### src/core/ricg_pkg.sv
// Constants and types shared by the remote command gate.
// Assumes one 10 MHz clock; registers sit on a plain strobe port.
package ricg_pkg;

    // Clock figures
    localparam int CLK_PERIOD_NS = 100;

    // Function slots of the input map table
    localparam int F_START = 0;
    localparam int F_PROG0 = 1;
    localparam int F_STOP = 7;
    localparam int F_PAUSE = 8;
    localparam int F_CONT = 9;
    localparam int F_RESET = 10;
    localparam int F_FORCE = 11;
    localparam int F_RSEL = 12;
    localparam int F_RNUM0 = 13;
    localparam int NFUNC = 18;
    localparam int NPROG = 6;
    localparam int NRNUM = 5;

    // Map entry layout: valid flag above a 5-bit input index
    localparam int MAP_W = 6;
    localparam int MAP_VALID = 5;
    localparam int MAP_IDX_W = 5;

    // Command vector positions
    localparam int C_START = 0;
    localparam int C_STOP = 1;
    localparam int C_PAUSE = 2;
    localparam int C_CONT = 3;
    localparam int C_RESET = 4;
    localparam int C_RSEL = 5;
    localparam int NCMD = 6;

    // Register offsets
    localparam logic [7:0] ADDR_CTRL = 8'h00;
    localparam logic [7:0] ADDR_STAT = 8'h04;
    localparam logic [7:0] ADDR_IRQ_STAT = 8'h08;
    localparam logic [7:0] ADDR_IRQ_EN = 8'h0C;
    localparam logic [7:0] ADDR_IRQ_CLR = 8'h10;
    localparam logic [7:0] ADDR_MAP_BASE = 8'h40;

    // Control register fields and reset value
    localparam int CTRL_W = 3;
    localparam int CTRL_REMOTE = 0;
    localparam int CTRL_REJ_OUT = 1;
    localparam int CTRL_FORCE_STOP = 2;
    localparam logic [CTRL_W-1:0] CTRL_RESET = 3'h4;

    // Status register fields
    localparam int STAT_AUTO = 0;
    localparam int STAT_REJ = 1;
    localparam int STAT_FORCED = 2;
    localparam int STAT_REMOTE = 3;
    localparam int STAT_PROG = 4;
    localparam int STAT_RNUM = 10;
    localparam int STAT_SHOWN = 15;

    // Interrupt bits
    localparam int IRQ_W = 3;
    localparam int IRQ_ACCEPT = 0;
    localparam int IRQ_REJECT = 1;
    localparam int IRQ_FORCED = 2;
    localparam logic [IRQ_W-1:0] IRQ_EN_RESET = 3'h0;

    // Map reset values: start, three program lines and four commands
    localparam logic [MAP_W-1:0] MAP_RESET [NFUNC] = '{
        6'h20, 6'h21, 6'h22, 6'h23, 6'h00, 6'h00, 6'h00,
        6'h24, 6'h25, 6'h26, 6'h27, 6'h00, 6'h00,
        6'h00, 6'h00, 6'h00, 6'h00, 6'h00
    };

    typedef enum logic [1:0] {
        PW_NORMAL = 2'b01,
        PW_FORCED = 2'b10
    } ricg_pw_t;

endpackage

### src/core/ricg_sync_edge.sv
// Two-stage synchroniser with rising-edge detection for a bit vector.
// Assumes the inputs may change at any time relative to clk.
`timescale 1ns/10ps
`default_nettype none
module ricg_sync_edge #(
    parameter int W = 32
) (
    input wire logic clk,
    input wire logic nrst,
    input wire logic ce,
    input wire logic [W-1:0] din,
    output logic [W-1:0] level,
    output logic [W-1:0] rise
);
    logic [W-1:0] meta;
    logic [W-1:0] sync;
    logic [W-1:0] prev;

    always_ff @(posedge clk or negedge nrst) begin
        if (!nrst) begin
            meta <= '0;
            sync <= '0;
            prev <= '0;
        end else if (ce) begin
            meta <= din;
            sync <= meta;
            prev <= sync;
        end
    end

    assign level = sync;
    assign rise = sync & ~prev;
endmodule
`default_nettype wire

### src/core/ricg_gate.sv
// Remote command gate: maps remote input bits to functions, tests each
// rising edge against its acceptance condition, issues command pulses.
// Assumes controller status inputs are synchronous to clk.
//
// Functional notes
// - Each command fires on its input's rising edge only if its condition holds.
// - Commands honoured only with functions mapped and remote control source selected.
// - Automatic-mode output is high while remote input is being accepted.
// - While error is set every command but reset is refused; host resets first.
// - A refused command edge is not executed and raises command reject instead.
// - Command reject drives no output until explicitly assigned to one.
// - Start needs ready, no error, no e-stop, guard closed, e-stop clear, no pause/stop.
// - Six program lines form a binary number 0..63; bits 1,2,3 mapped by default.
// - Stop, default bit 4, halts everything; its only precondition is no error.
// - Pause, default bit 5, accepted only while running is on.
// - Continue, default bit 6, needs paused on and pause, stop inputs off.
// - Reset, default bit 7, clears e-stop and error, needs ready.
// - Forced low power accepted any time; holds low power, stops or pauses tasks.
// - While forced low power is active, high power requests are refused.
// - Robot status select picks which robot's state drives the four status outputs.
// - Five robot-number lines form a binary number 0..31; all unmapped by default.
// - In teach mode all commands are refused while status outputs keep running.
`timescale 1ns/10ps
`default_nettype none
module ricg_gate
    import ricg_pkg::*;
#(
    parameter int IN_W = 32,
    parameter int NROB = 32
) (
    input wire logic clk,
    input wire logic nrst,
    input wire logic ce,
    input wire logic [IN_W-1:0] remote_in,
    input wire logic [7:0] addr,
    input wire logic [31:0] wdata,
    input wire logic wr,
    input wire logic rd,
    output logic [31:0] rdata,
    input wire logic ready,
    input wire logic error,
    input wire logic emergency_stop_active,
    input wire logic emergency_stop_clear,
    input wire logic guard_open_flag,
    input wire logic running,
    input wire logic paused,
    input wire logic manual_teaching_flag,
    input wire logic [NROB-1:0] drive_power_on_all,
    input wire logic [NROB-1:0] arm_at_park_all,
    input wire logic [NROB-1:0] full_power_all,
    input wire logic [NROB-1:0] calibration_needed_all,
    input wire logic high_power_request,
    output logic automatic_mode_flag,
    output logic start_pulse,
    output logic [NPROG-1:0] program_select,
    output logic stop_pulse,
    output logic pause_pulse,
    output logic continue_pulse,
    output logic reset_pulse,
    output logic low_power_hold,
    output logic high_power_grant,
    output logic high_power_refuse,
    output logic [NRNUM-1:0] robot_number_line,
    output logic [NRNUM-1:0] robot_status_select,
    output logic drive_power_on,
    output logic arm_at_park,
    output logic full_power_flag,
    output logic calibration_needed,
    output logic command_reject_flag,
    output logic irq
);

    // Picks one synchronised input bit through a map entry
    function automatic logic pick(input logic [IN_W-1:0] v, input logic [MAP_W-1:0] m);
        logic hit;
        hit = 1'b0;
        if (m[MAP_VALID] && (32'(m[MAP_IDX_W-1:0]) < IN_W)) begin
            hit = v[m[MAP_IDX_W-1:0]];
        end
        return hit;
    endfunction

    logic [IN_W-1:0] s_lvl;
    logic [IN_W-1:0] s_rise;
    logic [MAP_W-1:0] map [NFUNC];
    logic [NFUNC-1:0] f_lvl;
    logic [NFUNC-1:0] f_rise;
    logic [NFUNC-1:0] f_valid;
    logic [CTRL_W-1:0] ctrl;
    logic [IRQ_W-1:0] irq_stat;
    logic [IRQ_W-1:0] irq_en;
    logic rej_flag;
    logic [NRNUM-1:0] shown_robot;
    ricg_pw_t pw_state;
    ricg_pw_t next_pw_state;

    ricg_sync_edge #(
        .W(IN_W)
    ) u_sync (
        .clk(clk),
        .nrst(nrst),
        .ce(ce),
        .din(remote_in),
        .level(s_lvl),
        .rise(s_rise)
    );

    // Map each function to its input bit
    genvar gi;
    generate
        for (gi = 0; gi < NFUNC; gi++) begin : g_map
            assign f_lvl[gi] = pick(s_lvl, map[gi]);
            assign f_rise[gi] = pick(s_rise, map[gi]);
            assign f_valid[gi] = map[gi][MAP_VALID];
        end
    endgenerate

    // Remote gating
    wire remote_on = ctrl[CTRL_REMOTE] & (|f_valid);
    wire auto_ok = remote_on & ~manual_teaching_flag;
    wire pause_in = f_lvl[F_PAUSE];
    wire stop_in = f_lvl[F_STOP];
    wire [NPROG-1:0] prog_lines = f_lvl[F_PROG0 +: NPROG];
    wire [NRNUM-1:0] rnum_lines = f_lvl[F_RNUM0 +: NRNUM];

    // Acceptance conditions
    wire cond_start = ready & ~emergency_stop_active & ~guard_open_flag
        & emergency_stop_clear & ~pause_in & ~stop_in;
    wire cond_stop = 1'b1;
    wire cond_pause = running;
    wire cond_cont = paused & ~pause_in & ~stop_in;
    wire cond_reset = ready;
    wire cond_rsel = 1'b1;

    wire [NCMD-1:0] cmd_edge = {f_rise[F_RSEL], f_rise[F_RESET], f_rise[F_CONT],
        f_rise[F_PAUSE], f_rise[F_STOP], f_rise[F_START]};
    wire [NCMD-1:0] cmd_cond = {cond_rsel, cond_reset, cond_cont,
        cond_pause, cond_stop, cond_start};
    wire [NCMD-1:0] err_ok = {{(NCMD-C_RESET){1'b1}} & {~error, 1'b1},
        {C_RESET{~error}}};
    wire [NCMD-1:0] cmd_ok = cmd_cond & err_ok & {NCMD{auto_ok}};
    wire [NCMD-1:0] cmd_acc = cmd_edge & cmd_ok & {NCMD{remote_on}};
    wire [NCMD-1:0] cmd_rej = cmd_edge & ~cmd_ok & {NCMD{remote_on}};

    // Forced low power, level sensitive and independent of automatic mode
    wire force_lvl = remote_on & f_lvl[F_FORCE];
    wire force_entry = (pw_state == PW_NORMAL) & force_lvl;

    always_comb begin
        case (pw_state)
            PW_NORMAL: next_pw_state = force_lvl ? PW_FORCED : PW_NORMAL;
            PW_FORCED: next_pw_state = force_lvl ? PW_FORCED : PW_NORMAL;
            default: next_pw_state = PW_NORMAL;
        endcase
    end

    wire force_stop = force_entry & ctrl[CTRL_FORCE_STOP];
    wire force_pause = force_entry & ~ctrl[CTRL_FORCE_STOP];
    wire hp_forced = force_lvl | (pw_state == PW_FORCED);

    // Register decode
    wire in_map = (addr >= ADDR_MAP_BASE) && (addr < ADDR_MAP_BASE + 8'(NFUNC * 4))
        && (addr[1:0] == 2'b00);
    wire [7:0] map_sel = 8'((addr - ADDR_MAP_BASE) >> 2);
    wire wr_ctrl = wr & (addr == ADDR_CTRL);
    wire wr_en = wr & (addr == ADDR_IRQ_EN);
    wire wr_clr = wr & (addr == ADDR_IRQ_CLR);
    wire wr_map = wr & in_map;
    wire [IRQ_W-1:0] irq_set = {force_entry, |cmd_rej, |cmd_acc};
    wire [IRQ_W-1:0] irq_clr = wr_clr ? wdata[IRQ_W-1:0] : '0;

    logic [31:0] stat_word;
    logic [31:0] rd_word;
    always_comb begin
        stat_word = '0;
        stat_word[STAT_AUTO] = automatic_mode_flag;
        stat_word[STAT_REJ] = rej_flag;
        stat_word[STAT_FORCED] = low_power_hold;
        stat_word[STAT_REMOTE] = remote_on;
        stat_word[STAT_PROG +: NPROG] = program_select;
        stat_word[STAT_RNUM +: NRNUM] = robot_number_line;
        stat_word[STAT_SHOWN +: NRNUM] = shown_robot;
        rd_word = '0;
        if (addr == ADDR_CTRL) begin
            rd_word[CTRL_W-1:0] = ctrl;
        end else if (addr == ADDR_STAT) begin
            rd_word = stat_word;
        end else if (addr == ADDR_IRQ_STAT) begin
            rd_word[IRQ_W-1:0] = irq_stat;
        end else if (addr == ADDR_IRQ_EN) begin
            rd_word[IRQ_W-1:0] = irq_en;
        end else if (in_map) begin
            rd_word[MAP_W-1:0] = map[map_sel[4:0]];
        end
    end

    // Register file
    always_ff @(posedge clk or negedge nrst) begin
        if (!nrst) begin
            ctrl <= CTRL_RESET;
            irq_en <= IRQ_EN_RESET;
            irq_stat <= '0;
            rdata <= '0;
        end else if (ce) begin
            if (wr_ctrl) begin
                ctrl <= wdata[CTRL_W-1:0];
            end
            if (wr_en) begin
                irq_en <= wdata[IRQ_W-1:0];
            end
            irq_stat <= (irq_stat & ~irq_clr) | irq_set;
            rdata <= rd ? rd_word : '0;
        end
    end

    always_ff @(posedge clk or negedge nrst) begin
        if (!nrst) begin
            for (int i = 0; i < NFUNC; i++) begin
                map[i] <= MAP_RESET[i];
            end
        end else if (ce && wr_map) begin
            map[map_sel[4:0]] <= wdata[MAP_W-1:0];
        end
    end

    // Command outputs
    always_ff @(posedge clk or negedge nrst) begin
        if (!nrst) begin
            start_pulse <= 1'b0;
            stop_pulse <= 1'b0;
            pause_pulse <= 1'b0;
            continue_pulse <= 1'b0;
            reset_pulse <= 1'b0;
            program_select <= '0;
        end else if (ce) begin
            start_pulse <= cmd_acc[C_START];
            stop_pulse <= cmd_acc[C_STOP] | force_stop;
            pause_pulse <= cmd_acc[C_PAUSE] | force_pause;
            continue_pulse <= cmd_acc[C_CONT];
            reset_pulse <= cmd_acc[C_RESET];
            if (cmd_acc[C_START]) begin
                program_select <= prog_lines;
            end
        end
    end

    // Power mode, reject flag and mode status
    always_ff @(posedge clk or negedge nrst) begin
        if (!nrst) begin
            pw_state <= PW_NORMAL;
            low_power_hold <= 1'b0;
            high_power_grant <= 1'b0;
            high_power_refuse <= 1'b0;
            rej_flag <= 1'b0;
            command_reject_flag <= 1'b0;
            automatic_mode_flag <= 1'b0;
        end else if (ce) begin
            pw_state <= next_pw_state;
            low_power_hold <= (next_pw_state == PW_FORCED);
            high_power_grant <= high_power_request & ~hp_forced;
            high_power_refuse <= high_power_request & hp_forced;
            if (|cmd_rej) begin
                rej_flag <= 1'b1;
            end else if (|cmd_acc) begin
                rej_flag <= 1'b0;
            end
            command_reject_flag <= ctrl[CTRL_REJ_OUT] & (rej_flag | (|cmd_rej));
            automatic_mode_flag <= auto_ok;
        end
    end

    // Robot selection and per-robot status
    wire [NRNUM-1:0] shown_idx = shown_robot;
    wire shown_ok = 32'(shown_idx) < NROB;

    always_ff @(posedge clk or negedge nrst) begin
        if (!nrst) begin
            shown_robot <= '0;
            robot_number_line <= '0;
            robot_status_select <= '0;
            drive_power_on <= 1'b0;
            arm_at_park <= 1'b0;
            full_power_flag <= 1'b0;
            calibration_needed <= 1'b0;
        end else if (ce) begin
            robot_number_line <= rnum_lines;
            if (cmd_acc[C_RSEL]) begin
                shown_robot <= rnum_lines;
            end
            robot_status_select <= shown_robot;
            drive_power_on <= shown_ok & drive_power_on_all[shown_idx];
            arm_at_park <= shown_ok & arm_at_park_all[shown_idx];
            full_power_flag <= shown_ok & full_power_all[shown_idx];
            calibration_needed <= shown_ok & calibration_needed_all[shown_idx];
        end
    end

    assign irq = |(irq_stat & irq_en);

endmodule
`default_nettype wire

### config.mk
export PLATFORM = sky130hd
export DESIGN_NAME = ricg_gate
export DESIGN_NICKNAME = d
export VERILOG_FILES = /design/src/core/ricg_pkg.sv /design/src/core/ricg_sync_edge.sv /design/src/core/ricg_gate.sv
export SDC_FILE = /design/constraint.sdc
export NUM_CORES = 1
export LEC_CHECK = 0
export BUFFER_PORTS_ARGS = -buffer_cell sky130_fd_sc_hd__buf_4
export CORE_ASPECT_RATIO = 1.25
export CORE_MARGIN = 8
export CORE_UTILIZATION = 41
export CTS_BUF_LIST = sky130_fd_sc_hd__clkbuf_16
export DETAILED_ROUTE_END_ITERATION = 10
export PLACE_DENSITY = 0.61
export SLEW_MARGIN = 0
export SYNTH_ARGS = -nofsm -noshare
export SYNTH_HDL_FRONTEND = slang
export SYNTH_SLANG_ARGS = --single-unit
### constraint.sdc
create_clock -name clk -period 8.8 [get_ports clk]
set_clock_uncertainty 0.15 [all_clocks]
set_input_delay 0.44 -clock clk [delete_from_list [all_inputs] [get_ports clk]]
set_output_delay 0.44 -clock clk [all_outputs]
set_load 0.03 [all_outputs]
== Yosys cells after proc, flatten, opt, wreduce, memory -nomap -nowiden ==
Cells that the tools add are included.
Word-level totals
  flip-flop bits (word level): 283
  bits in latches: 0
  RAM bits: 0
  ROM bits: 0
  input port bits: 214
  output and inout bits: 63
  logic and storage cells: 228
  memories: 0
Operators by class
  add/sub/neg operators: 1
  multipliers: 0
  div/mod/pow operators: 0
  order comparisons: 23
  equality and inequality tests: 7
  shifts and indexed selects: 0
  muxes and demuxes: 89
  bitwise logic cells: 46
  reductions and logical operators: 17
Operators by type and width (count)
  binary-select mux 1 bit (select 5 bit): 24
  less-than comparator 5 x 6 -> 1 bit (second input constant): 19
  bitwise mux 108 bit: 1
  two-way mux 1 bit: 46
  bitwise AND 6 bit: 6
  bitwise AND 32 bit: 1
  two-way mux 32 bit: 1
  inverter 32 bit: 1
  binary-select mux 6 bit (select 5 bit): 1
  demux 6 bit (select 5 bit): 1
  two-way mux 6 bit: 5
  bitwise AND 1 bit: 20
  two-way mux 3 bit: 6
  OR reduction 18 bit: 1
  two-way mux 17 bit: 1
  equality test 8 x 4 -> 1 bit (second input constant): 2
  two-way mux 14 bit: 1
  OR reduction 6 bit: 2
  AND reduction 2 bit: 5
  equality test 8 x 3 -> 1 bit (second input constant): 1
  equality test 8 x 5 -> 1 bit (second input constant): 1
  >= comparator 8 x 7 -> 1 bit (second input constant): 1
  zero test 8 bit: 1
  less-than comparator 8 bit (second input constant): 1
  18 further kinds: 34

== Depth between registers and ports, before layout ==
  depth after elaboration: 14
  gate-level depth with buffers: 12
  gate-level depth less buffers: 9

== Cells and area by module ==
Synthesis repeated with hierarchy kept, for this count alone.
Second synthesis, totals
  cell total of the unflattened synthesis: 1252
  area, all modules: 18216.2 µm²
Modules (own cells, without submodules)
  ricg_gate: instances 1, cells an instance 1017, area each 14251.2 µm², seq. area each 4381.7 µm²
  ricg_sync_edge: instances 1, cells an instance 235, area each 3965.1 µm², seq. area each 2402.3 µm²

== Worst setup path after synthesis ==
Ideal clock, no wire load.
  path kind: register -> register
  start point: register map[54] (netlist name)
  end point: register command_reject_flag
  library setup time: 0.126 ns
  data arrival time: 2.727 ns
  required time: 8.524 ns
  path slack: 5.797 ns
  stages on the path, launching flop included: 9
  buffers on the path: 1
  period minus slack after synthesis: 3.003 ns
  cells stage by stage: dfstp_2 -> buf_6 -> mux4_2 -> mux4_2 -> o2111ai_2 -> and2_1 -> nand3_2 -> a221o_1 -> a221o_1
On the way
  word-level cells in the longest chain between the ends: 14
  elaborated cells between the ends (all ways): 19
  those cells by class: mux: 6; bitwise: 12; reduce/logical: 1
Ends and longest elaborated chain
  start: declaration: line ricg_gate.sv:85  | logic [MAP_W-1:0] map [NFUNC];
  start signal: indexed assignment: line ricg_gate.sv:219  | map[i] <= MAP_RESET[i];
  start signal: indexed assignment: line ricg_gate.sv:222  | map[map_sel[4:0]] <= wdata[MAP_W-1:0];
  binary-select mux 1 bit (select 5 bit): line ricg_gate.sv:78  | hit = v[m[MAP_IDX_W-1:0]];
  two-way mux 1 bit (not written as such): line ricg_gate.sv:78
  two-way mux 1 bit: line ricg_gate.sv:77  | if (m[MAP_VALID] && (32'(m[MAP_IDX_W-1:0]) < IN_W)) begin
  inverter 1 bit: line ricg_gate.sv:128, ricg_gate.sv:131
  bitwise AND 1 bit, on equally long branches (2 in series): line ricg_gate.sv:128, ricg_gate.sv:131
  bitwise AND 6 bit (2 in series): line ricg_gate.sv:141  | wire [NCMD-1:0] cmd_ok = cmd_cond & err_ok & {NCMD{auto_ok}};
  inverter 6 bit: line ricg_gate.sv:143  | wire [NCMD-1:0] cmd_rej = cmd_edge & ~cmd_ok & {NCMD{remote_on}};
  bitwise AND 6 bit * (2 in series): line ricg_gate.sv:143
  OR reduction 6 bit *: line ricg_gate.sv:267  | command_reject_flag <= ctrl[CTRL_REJ_OUT] & (rej_flag | (|cmd_rej));
  OR 1 bit *: line ricg_gate.sv:267
  bitwise AND 1 bit *: line ricg_gate.sv:267
  end signal: assignment: line ricg_gate.sv:267
  end: declaration: line ricg_gate.sv:69  | output logic command_reject_flag,
Every way passes the cells marked *; elsewhere a longest branch is shown, timed or not. The select of a mux whose other input is x is not followed.
A chain may end at the register's enable or synchronous reset.

== Worst setup path in the final report ==
  start point: register u_sync.sync[12], in the netlist u_sync.level[12]
  end point: register program_select[5]
On the way
  word-level cells in the longest chain between the ends: 11
  elaborated cells between the ends (all ways): 22
  those cells by class: mux: 12; bitwise: 9; reduce/logical: 1
Ends and longest elaborated chain
  start: declaration: line ricg_sync_edge.sv:16  | logic [W-1:0] sync;
  start signal: assignment: line ricg_sync_edge.sv:26  | sync <= meta;
  binary-select mux 1 bit (select 5 bit): line ricg_gate.sv:78
  two-way mux 1 bit (not written as such): line ricg_gate.sv:78
  two-way mux 1 bit: line ricg_gate.sv:77
  inverter 1 bit: line ricg_gate.sv:128  | & emergency_stop_clear & ~pause_in & ~stop_in;
  bitwise AND 1 bit (2 in series): line ricg_gate.sv:128
  bitwise AND 6 bit (2 in series): line ricg_gate.sv:141
  bitwise AND 6 bit (2 in series): line ricg_gate.sv:142  | wire [NCMD-1:0] cmd_acc = cmd_edge & cmd_ok & {NCMD{remote_on}};
  AND reduction 2 bit (no line)
  end signal: assignment: line ricg_gate.sv:242  | program_select <= prog_lines;
  end: declaration: line ricg_gate.sv:55  | output logic [NPROG-1:0] program_select,
Parallel ways exist; a longest one is shown, timed or not. The select of a mux whose other input is x is not followed.

==> run metrics <==
vias in the first global route ~14k; area of the multi-input gates 10,700 um^2; Final Slew Violations 0; Max Cap Viol 0; main flop type after synthesis dfrtp_1; Async SR Flop Fraction 1.00; H-tree Lvls 1; crit end category flop; Post-synth top cells dfrtp_1 (248), mux4_2 (232), mux2_2 (229); first-pass GRT wire length roughly 94,000 um; Worst EP arrival roughly 4300 ps; Yosys top cell by area dfrtp_1; status complete, no violations; R2R depth 9; Avg Cell Area, Syn 13.3 um^2; gpl congestion 0.936; Fmax 0.252 GHz; WL/cell a little under 30 um; initial antenna violation count 1; Clock Latency Late Sink just under 600 ps; Pint 0.00247 W; CP Class flop to flop; fin area 21,500 um^2; total leakage power 8.59 nW; Switching Share 0.292; Comb power frac 0.189; Vias 13.9k; global route overflow 0; Hold Vio Cnt, Final 0; Detailed Routing Iterations Pass 1 9; Core Region 43,900 um^2; CTS Buf Count 29; CTS clk-pin slew, worst paths roughly 60 ps; IO Pins around 280; Yosys cell types 68; P&R area growth vs syn 18.7%; minimum clock period just under 4000 ps; Die X 204 um; Cell Rows 86; Power Dens Cells 162 nW/um^2; DRT Wirelength 63,000 um; Die Y 251 um; largest net degree at the start of global routing 107; DRC viols 0; FILL cells approximately 3.9k; worst-margin pin slew about 1100 ps; setup_tns 0 ps; total power roughly 0.0035 W; dpl hpwl approximately 45,000 um; #FFs+latches synth 270; Clock Sinks 270; Period Utilization, post-route 0.450; Port Buffers 238; die area 51,300 um^2; Mapped Area ~18,000 um^2; endpoints failing setup 0; GRT Resource Usage Total 0.241; worst min-delay path class input pin to flop; RSZ-0062 raised after global routing no; worst reg-to-reg setup slack 4840 ps; Clock Tree Buf Depth 3; maximum vdd drop 0.000152 V; Starting Density 0.413; NumNets Final 1,752; worst path required time 9160 ps; Seq/Total Area, Yosys 0.374; relative slew slack 0.264; CTS tree built; number of synthesized flops with an enable pin 0; Yosys top cell area share 0.342; drt via density roughly 6.5; Reg area 6790 um^2; CP startpoint kind flop; drt first-iter violations between 1k and 1.5k; Syn Inst Count between 1k and 1.5k; Area contributors post-synth dfrtp_1 (34%), mux4_2 (29%), mux2_2 (14%), dfstp_2 (3.2%), clkbuf_1 (2.3%); sequential fraction of design power 0.436; Post-DP Area 20,200 um^2; Ys Warns 0; clock power share 0.374; count leader, synth dfrtp_1; P_sw about 0.0010 W; clk root buf clkbuf_16; layout cells sized above 1 0.513; Antenna Nets Post-Route 0; hold depth 5; crit path max fanout 17; Setup Fix Bufs, Post-CTS 0
[power by group through the flow]
stage,logic [W],registers [W],clock network (W)
after detailed placement,0.000644,0.00153,0
after global placement,0.000634,0.00152,0
final,0.000660,0.00152,0.00130
after CTS,0.000658,0.00151,0.00134
after floorplan,0.000463,0.00140,0
after global routing,0.000704,0.00152,0.00138
[final cells by class]
class | instances | area share
inverter | 26 | 0.00453
timing repair buffer | 289 | 0.105
antenna | 1 | 0.000116
tap | 572 | 0.0333
clock buffer | 29 | 0.0337
sequential | 270 | 0.315
multi-input combinational | 920 | 0.495
clock inverter | 24 | 0.0127
[stage by stage]
step	utilization	std cells	hold WS, ps	setup WS [ps]
final	0.490	2131	106	4840
after global routing	0.490	2131	109	4560
after CTS	0.490	2130	69.7	4780
after detailed placement	0.460	2043	323	4810
after global placement	0.460	2043	323	4870
after floorplan	-	1370	-5.59	5800
[critical path, cell delays in order, from the launching register on]
cell and delay, ps:
dfrtp_1 850, nand2b_1 350, mux4_2 520, nand2_1 80, o31ai_1 80, a2111oi_0 540, nor3_1 240, nor4_4 770
nand3_1 190, o21ai_1 110
[repair_timing]
| action | 4_1_cts | 5_1_grt |
|---|---|---|
| hold buffers | 34 | 0 |
| resized for setup | 0 | 0 |
| endpoints found under the hold margin | 127 | 0 |
[worst paths after layout]
| check | from | endpoint |
|---|---|---|
| worst min-delay path | rd | rdata[0]$_DFFE_PN0P_ |
| max in group asynchronous | nrst | program_select[0]$_DFFE_PN0P_ |
| min in group asynchronous | nrst | u_sync.meta[26]$_DFFE_PN0P_ |
| worst min register to register | continue_pulse$_DFFE_PN0P_ | continue_pulse$_DFFE_PN0P_ |
| worst max-delay path | u_sync.level[12]$_DFFE_PN0P_ | program_select[5]$_DFFE_PN0P_ |
| worst max register to register | u_sync.level[12]$_DFFE_PN0P_ | program_select[5]$_DFFE_PN0P_ |
[registers in the layout, indices dropped and copies added, names as in the netlist, 3 cells and up]
name                 cells
map                     90
u_sync.level            32
u_sync.meta             32
u_sync.prev             32
rdata                   20
f_valid                 18
program_select           6
robot_number_line        5
robot_status_select      5
shown_idx                5
ctrl                     3
irq_en                   3
irq_stat                 3
[kinds of logic after synthesis]
| logic type | after synthesis | synth area share |
|---|---|---|
| other cells | 1 | 0.000207 |
| mux | 488 | 0.445 |
| flops | 270 | 0.374 |
| buf+inv | 180 | 0.0410 |
| simple gates | 278 | 0.0821 |
| compound gates | 140 | 0.0561 |
| fa+ha+maj | 2 | 0.00138 |
[placed cells by master, fill, tap and decap left out, types with 11 or more instances in the layout]
cell type / synthesis / layout
mux2_2: 229 / 229
mux2i_1: 27 / 27
nand3b_1: 11 / 11
a21oi_1: 18 / 18
dlygate4sd3_1: 0 / 34
nor2_1: 55 / 55
nor2b_1: 39 / 39
o21ai_0: 20 / 20
clkbuf_16: 0 / 29
conb_1: 1 / 12
nand2_1: 61 / 61
nand2b_1: 24 / 24
nand3_1: 20 / 20
nor4_1: 14 / 14
dfrtp_1: 248 / 247
dfstp_2: 22 / 22
mux4_2: 232 / 232
a22o_1: 15 / 15
buf_4: 12 / 253
inv_1: 24 / 28
[layer usage]
metal / part of all wire / global-route usage / up-vias
met5: 0 / 0 / -
met4: 0.045 / 0.102 / 0
met3: 0.092 / 0.0451 / 184
met2: 0.50 / 0.411 / 899
met1: 0.37 / 0.296 / 7161
li1: - / - / 5684
Note: power is estimated with default switching activity, not from simulation.
